`src/inc/aidr_consts.svh`:
```
// Purpose: Constants of the analog input diagnostic record
// Assumes: 40 MHz system clock
// Notes:   Byte offsets are positions within the record
`ifndef AIDR_CONSTS_SVH
`define AIDR_CONSTS_SVH

// ****************************************************************
// Record byte offsets
// ****************************************************************
`define AIDR_OFF_DIAG_A      5'h00
`define AIDR_OFF_MODINFO     5'h01
`define AIDR_OFF_RSVD_C      5'h02
`define AIDR_OFF_DIAG_D      5'h03
`define AIDR_OFF_CHTYPE      5'h04
`define AIDR_OFF_DIAG_BITS_PER_CHANNEL      5'h05
`define AIDR_OFF_CHANNEL_COUNT       5'h06
`define AIDR_OFF_CHSUM       5'h07
`define AIDR_OFF_CHERR0      5'h08
`define AIDR_OFF_CHERR7      5'h0f
`define AIDR_OFF_RSVD_10     5'h10
`define AIDR_OFF_TS0         5'h11
`define AIDR_OFF_TS3         5'h14

// ****************************************************************
// Field positions and values
// ****************************************************************
`define AIDR_CLASS_ANALOG    4'h5
`define AIDR_MODINFO_CHBIT   4
`define AIDR_DIAGD_COMBIT    4
`define AIDR_DIAGA_CHBIT     3
`define AIDR_CHTYPE_AI       7'h71
`define AIDR_DIAG_BITS_PER_CHANNEL_VAL      8'h08
`define AIDR_CHANNEL_COUNT_VAL       8'h08
`define AIDR_CHANNEL_ERROR_SUMMARY_PARBIT    0
`define AIDR_CHANNEL_ERROR_SUMMARY_UNDBIT    6
`define AIDR_CHANNEL_ERROR_SUMMARY_OVRBIT    7

// ****************************************************************
// Timing
// ****************************************************************
`define AIDR_CLK_HZ          40000000
`define AIDR_TICK_NS         1000
`define AIDR_CLK_NS          25
`define AIDR_TICK_CYCLES     (`AIDR_TICK_NS / `AIDR_CLK_NS)

`endif

```
`src/inc/aidr_pkg.sv`:
```
// Purpose: Types of the analog input diagnostic record
// Assumes: Nothing
// Notes:   Constants live in aidr_consts.svh
`default_nettype none
package aidr_pkg;
    typedef logic [7:0]  aidr_byte_type;
    typedef logic [31:0] aidr_stamp_type;
    typedef logic [4:0]  aidr_addr_type;
endpackage
`default_nettype wire

```
`src/logic/aidr_ticker.sv`:
```
// Purpose: Free-running 32-bit microsecond ticker
// Assumes: Synchronous active-high reset at power-on
// Notes:   Wraps to zero after the all-ones count
`include "aidr_consts.svh"
`default_nettype none
module aidr_ticker
    import aidr_pkg::*;
(
    // Clock and reset
    input  wire logic            clk_sys,
    input  wire logic            rst,
    // Ticker value
    output var  aidr_pkg::aidr_stamp_type us_count
);
    import aidr_pkg::*;

    localparam logic [5:0] PRE_LAST = 6'(`AIDR_TICK_CYCLES - 1);

    logic [5:0] pre_reg;

    // ************************************************************
    // Prescaler, one enable per microsecond
    // ************************************************************
    always_ff @(posedge clk_sys) begin
        if (rst || pre_reg == PRE_LAST) begin
            pre_reg <= 6'h00;
        end else begin
            pre_reg <= pre_reg + 6'h01;
        end
    end

    // Count microseconds, start at zero, roll over
    always_ff @(posedge clk_sys) begin
        if (rst) begin
            us_count <= 32'h0000_0000;
        end else if (pre_reg == PRE_LAST) begin
            us_count <= us_count + 32'h0000_0001;
        end
    end
endmodule
`default_nettype wire

```
`src/logic/aidr_record.sv`:
```
// Purpose: Read-only diagnostic record of an 8-channel analog input
// Assumes: Status inputs synchronous to clk_sys; byte-wide read port
// Notes:   Read data is registered, valid one cycle after rd_en
`include "aidr_consts.svh"
`default_nettype none
module aidr_record
    import aidr_pkg::*;
(
    // Clock and reset
    input  wire logic                    clk_sys,
    input  wire logic                    rst,
    // Channel and communication conditions
    input  wire logic [7:0]              ch_param_err,
    input  wire logic [7:0]              ch_underflow,
    input  wire logic [7:0]              ch_overflow,
    input  wire logic                    int_comm_err,
    // Record read port
    input  wire logic                    rd_en,
    input  wire aidr_pkg::aidr_addr_type rd_addr,
    output var  aidr_pkg::aidr_byte_type rd_data,
    output var  logic                    rd_valid,
    // Channel indicators
    output var  logic [7:0]              ch_led
);
    import aidr_pkg::*;

    aidr_byte_type  ch_err_reg [8];
    aidr_byte_type  ch_err_next [8];
    aidr_byte_type  ch_sum_reg;
    logic           comm_err_reg;
    aidr_stamp_type stamp_reg;
    aidr_stamp_type us_now;
    logic           event_now;

    // ************************************************************
    // Microsecond ticker
    // ************************************************************
    aidr_ticker u_ticker (
        .clk_sys  (clk_sys),
        .rst      (rst),
        .us_count (us_now)
    );

    // Build a channel error byte, reserved bits zero
    function automatic aidr_byte_type chan_byte(input logic par,
                                                input logic und,
                                                input logic ovr);
        aidr_byte_type b;
        b = 8'h00;
        b[`AIDR_CHANNEL_ERROR_SUMMARY_PARBIT] = par;
        b[`AIDR_CHANNEL_ERROR_SUMMARY_UNDBIT] = und;
        b[`AIDR_CHANNEL_ERROR_SUMMARY_OVRBIT] = ovr;
        return b;
    endfunction

    // ************************************************************
    // Per-channel error bytes, follow the live condition
    // ************************************************************
    generate
        for (genvar i = 0; i < 8; i++) begin : g_ch
            assign ch_err_next[i] = chan_byte(ch_param_err[i],
                                              ch_underflow[i],
                                              ch_overflow[i]);
            always_ff @(posedge clk_sys) begin
                if (rst) begin
                    ch_err_reg[i] <= 8'h00;
                    ch_sum_reg[i] <= 1'b0;
                    ch_led[i]     <= 1'b0;
                end else begin
                    ch_err_reg[i] <= ch_err_next[i];
                    ch_sum_reg[i] <= |ch_err_next[i];
                    ch_led[i]     <= |ch_err_next[i];
                end
            end
        end
    endgenerate

    // Internal communication error level
    always_ff @(posedge clk_sys) begin
        if (rst) begin
            comm_err_reg <= 1'b0;
        end else begin
            comm_err_reg <= int_comm_err;
        end
    end

    // ************************************************************
    // Timestamp capture on any rising diagnostic condition
    // ************************************************************
    always_comb begin
        event_now = 1'b0;
        for (int i = 0; i < 8; i++) begin
            if ((ch_err_next[i] & ~ch_err_reg[i]) != 8'h00) begin
                event_now = 1'b1;
            end
        end
        if (int_comm_err && !comm_err_reg) begin
            event_now = 1'b1;
        end
    end

    always_ff @(posedge clk_sys) begin
        if (rst) begin
            stamp_reg <= 32'h0000_0000;
        end else if (event_now) begin
            stamp_reg <= us_now;
        end
    end

    // ************************************************************
    // Record read decode, unmapped bytes read zero
    // ************************************************************
    function automatic aidr_byte_type rec_byte(input aidr_addr_type a);
        aidr_byte_type b;
        b = 8'h00;
        if (a == `AIDR_OFF_DIAG_A) begin
            b[`AIDR_DIAGA_CHBIT] = |ch_sum_reg;
        end else if (a == `AIDR_OFF_MODINFO) begin
            b[3:0] = `AIDR_CLASS_ANALOG;
            b[`AIDR_MODINFO_CHBIT] = 1'b1;
        end else if (a == `AIDR_OFF_DIAG_D) begin
            b[`AIDR_DIAGD_COMBIT] = comm_err_reg;
        end else if (a == `AIDR_OFF_CHTYPE) begin
            b[6:0] = `AIDR_CHTYPE_AI;
        end else if (a == `AIDR_OFF_DIAG_BITS_PER_CHANNEL) begin
            b = `AIDR_DIAG_BITS_PER_CHANNEL_VAL;
        end else if (a == `AIDR_OFF_CHANNEL_COUNT) begin
            b = `AIDR_CHANNEL_COUNT_VAL;
        end else if (a == `AIDR_OFF_CHSUM) begin
            b = ch_sum_reg;
        end else if (a >= `AIDR_OFF_CHERR0 && a <= `AIDR_OFF_CHERR7) begin
            b = ch_err_reg[3'(a - `AIDR_OFF_CHERR0)];
        end else if (a >= `AIDR_OFF_TS0 && a <= `AIDR_OFF_TS3) begin
            b = stamp_reg[8 * 2'(a - `AIDR_OFF_TS0) +: 8];
        end
        return b;
    endfunction

    // Registered read answer; no interrupt exists
    always_ff @(posedge clk_sys) begin
        if (rst) begin
            rd_data  <= 8'h00;
            rd_valid <= 1'b0;
        end else begin
            rd_valid <= rd_en;
            if (rd_en) begin
                rd_data <= rec_byte(rd_addr);
            end
        end
    end
endmodule
`default_nettype wire

```
`config.mk`:
```
export PLATFORM = sky130hd
export DESIGN_NAME = aidr_record
export DESIGN_NICKNAME = d
export VERILOG_FILES = /design/src/inc/aidr_pkg.sv /design/src/logic/aidr_ticker.sv /design/src/logic/aidr_record.sv
export VERILOG_INCLUDE_DIRS = /design/src /design/src/inc
export SDC_FILE = /design/constraint.sdc
export NUM_CORES = 1
export LEC_CHECK = 0
export BUFFER_PORTS_ARGS = -buffer_cell sky130_fd_sc_hd__buf_2
export CAP_MARGIN = 20
export CORE_ASPECT_RATIO = 2
export CORE_MARGIN = 8
export CORE_UTILIZATION = 35
export DETAILED_ROUTE_END_ITERATION = 8
export GPL_TIMING_DRIVEN = 0
export PLACE_DENSITY = 0.61
export SYNTH_ARGS = -nofsm -noshare
export SYNTH_HDL_FRONTEND = slang
export SYNTH_SLANG_ARGS = --single-unit
```
`constraint.sdc`:
```
create_clock -name clk_sys -period 2.55 [get_ports clk_sys]
set_input_delay 0.255 -clock clk_sys [delete_from_list [all_inputs] [get_ports clk_sys]]
set_output_delay 0.255 -clock clk_sys [all_outputs]
set_load 0.005 [all_outputs]
```
==> impl_results.md <==
* Outcome: finished, final reports clean
* Hold_sp: int_comm_err
* Commonest non-fill, non-tap cell in the layout: dfxtp_1
* Vias at 4379
* R2r setup slk at 0.25 ns
* Max Fclk at around 430 MHz
* Slew margin rel. at 25.6%
* First-pass GRT wire length at around 24 mm
* PnR Total Power at 3.38 mW
* Worst hold path depth at 3
* Critical path's most frequent cell: buf_4
* Dpl cells at between 800 and 900
* Die ar. at approximately 0.019 mm2
* Cell family with most CP delay: compound AO/OA/AOI/OAI gates
* Unrepaired setup endpoints after global routing: no
* Drt drc at 0
* Total gr overflow at 0
* Slowest-stage cell, CP: or3b_2
* Worst-path cell chain: buf_2 -> buf_4 -> buf_4 -> inv_1 -> ha_1 -> or3b_2 -> o21ai_0 -> o41ai_1 -> a211oi_1
* GPL Wtd Cong at a little over 0.9
* Flops & latches, synth at roughly 110
* Post-CTS Resized at 0
* DP Wirelength at between 10 and 15 mm
* Iter 0 DRT Violations at around 330
* Number of global-route vias before repair at approximately 4600
* Final min period at 2.31 ns
* Worst Tran Pin Value at around 1.1 ns
* CP required at 2.81 ns
* Asr flop ratio synth at 0%
* Sequential fraction of the synthesis area at between 40% and 50%
* GR Util met1 at 14.5%
* Pwr Density at slightly below 600 mW/mm2
* Prevailing post-synth register cell: dfxtp_1
* Antenna fix cells at 0
* Max incr delay on CP at 0.50 ns
* Drt wl/cell at 18.8 um
* Initial antenna violation count at 0
* Final setup violation count at 0
* FF-to-FF End: stamp_reg[21]$_SDFFE_PP0P_
* Final core utilization at 40.9%
* Final hold vios at 0
* Setup ws final at approximately 0.24 ns
* Worst Path Arrival at 2.58 ns
* Worst Hold Slack at between 0.1 and 0.15 ns
* DP Worst Slack at -0.281 ns
* Most frequent cells in the layout: 112 x dfxtp_1, 58 x buf_2, 57 x nor2_1, 41 x nand3_1, 38 x a21oi_1
* Worst-Skew Late Latency at approximately 0.35 ns
* Fin crit share at approximately nine tenths
* Pin count of the biggest net entering global routing at 18
* Final Max Tran Viols at 0
* Port Buffers at 47
* Pre-antenna DRT Iters at 4
* Synth unique cells at 58
* Core area at 0.0143 mm2
* Routed Antenna Nets at 0
* Post-synthesis cell area at 0.00510 mm2
* Reg clk slew, reported paths at 0.07 ns
* Cells after Synth at approximately 560
* Post-synth EDFFs at 0
* Num CTS Buffers at 9
* Area Overhead vs Synth at 14.4%
* CP startpoint kind: input pin
* Grt met2 use at 31.7%
* Post-CTS Hold Buffers at 0
* Final Skew at 0.00798 ns
* Gr usage total at between 15 and 20%
* Synth warn at 0
* Clock root cell: clkbuf_16
* Initial Utilization at 35.7%
* Post-route insts no fill at 817
* Global routing usage on met3 at under 10%
* Rows at 62
* Die height at approximately 190 um
* Syn_nets at roughly 600
* Avg Synthesized Cell Area at 9.06 um2
* Hold EP: comm_err_reg$_SDFF_PP0_
* CP bufs+invs at 4
* Reg-to-Reg Start: ch_err_reg[1][0]$_SDFF_PP0_
* Die span in x at between 100 and 150 um
* # IOs at 50
* Clk sinks at around 110
* Worst Hold Class: in -> reg
* Vias per cell at between 5 and 6
* WL final at around 15 mm
* Kind of critical path: in -> reg
* Nets at 659
* Htree depth at 3
* Max_cap viols at 0
* CTS tree: yes
* CP Capture Type: flip-flop
* Crit path max fanout at 10
* Share of cells above drive strength 1 at between 10% and 20%
* Peak VDD IR at ~0.27 mV
* GR peak layer: met2
* Clock buffer depth at 2
* Reg2reg path depth at 6
* P_leak at about 2.2 nW
==> layout make-up <==
| class | count | area (um2) |
|---|---|---|
| fillers | 1489 | 8440 |
| multi-input cells | 395 | 2630 |
| flip-flops and latches | 112 | 2240 |
| well taps | 192 | 240 |
| repair buffers | 47 | 235 |
| clock buffers | 11 | 233 |
| plain buffers | 36 | 156 |
| inverters | 19 | 71.3 |
| clock inverters | 5 | 31.3 |
==> where the power goes <==
part | switching (mW) | leakage, nW | internal, mW
sequential | 0.0305 | 0.913 | 1.79
combinational | 0.154 | 1.13 | 0.110
clock | 0.635 | 0.130 | 0.663
total | 0.820 | 2.17 | 2.56
==> through the flow <==
step	cell area, um2	setup TNS, ns
2_1_floorplan	5100	0
3_3_place_gp	5570	-0.811
3_5_place_dp	5570	-1.07
4_1_cts	5840	0
5_1_grt	5830	0
6_report	5830	0
==> repair_timing <==
action                     in CTS  in global routing
setup buffers                   0                  0
hold endpoints to repair        0                  0
setup endpoints to repair       0                  2
==> worst max path at each step <==
stage,startpoint,end,slack (ns),depth (start not counted)
floorplan,rd_addr[0],rd_data[7]$_SDFFE_PP0P_,0.23,9
global placement,rd_addr[0],rd_data[7]$_SDFFE_PP0P_,-0.24,10
finish,rd_addr[0],rd_data[3]$_SDFFE_PP0P_,0.24,9
detailed placement,rd_addr[0],rd_data[7]$_SDFFE_PP0P_,-0.28,10
global route,ch_err_reg[1][0]$_SDFF_PP0_,stamp_reg[30]$_SDFFE_PP0P_,0.05,6
CTS,rd_addr[0],rd_data[7]$_SDFFE_PP0P_,0.08,10
==> cell usage after synthesis, types with 9 or more instances <==
master | count | area, um2
dfxtp_1 | 112 | 2240
nor2_1 | 57 | 214
nand3_1 | 41 | 205
a21oi_1 | 38 | 190
o21ai_0 | 32 | 160
nand2_1 | 24 | 90.1
clkbuf_1 | 22 | 82.6
nand4_1 | 22 | 138
nor2b_1 | 21 | 131
xor2_1 | 21 | 184
inv_1 | 19 | 71.3
mux4_2 | 14 | 315
xnor2_1 | 13 | 114
buf_2 | 11 | 55.1
nor4_1 | 11 | 68.8
nand2b_1 | 10 | 62.6
and2_1 | 9 | 56.3
or3_1 | 9 | 56.3
==> kinds of logic after synthesis <==
logic type,after synthesis,synth area share (%)
flip-flops,112,44.0
buffers and inverters,56,4.54
XOR/XNOR,34,5.84
AO/OA/AOI/OAI,105,12.4
AND/OR/NAND/NOR,232,24.8
multiplexers,18,6.99
adder cells (fa/ha/maj),6,1.47
==> tightest hold or removal path: stages <==
cell    delay (ns)
buf_2         0.07
inv_1         0.04
nor2_1        0.08
==> metal layers <==
metal | share of wire [%] | vias up
met5 | 0 | -
met1 | 33 | 2075
met3 | 3.3 | 56
met4 | 7.5 | 0
met2 | 57 | 128
li1 | - | 2120
(Power assumes the default switching activity.)
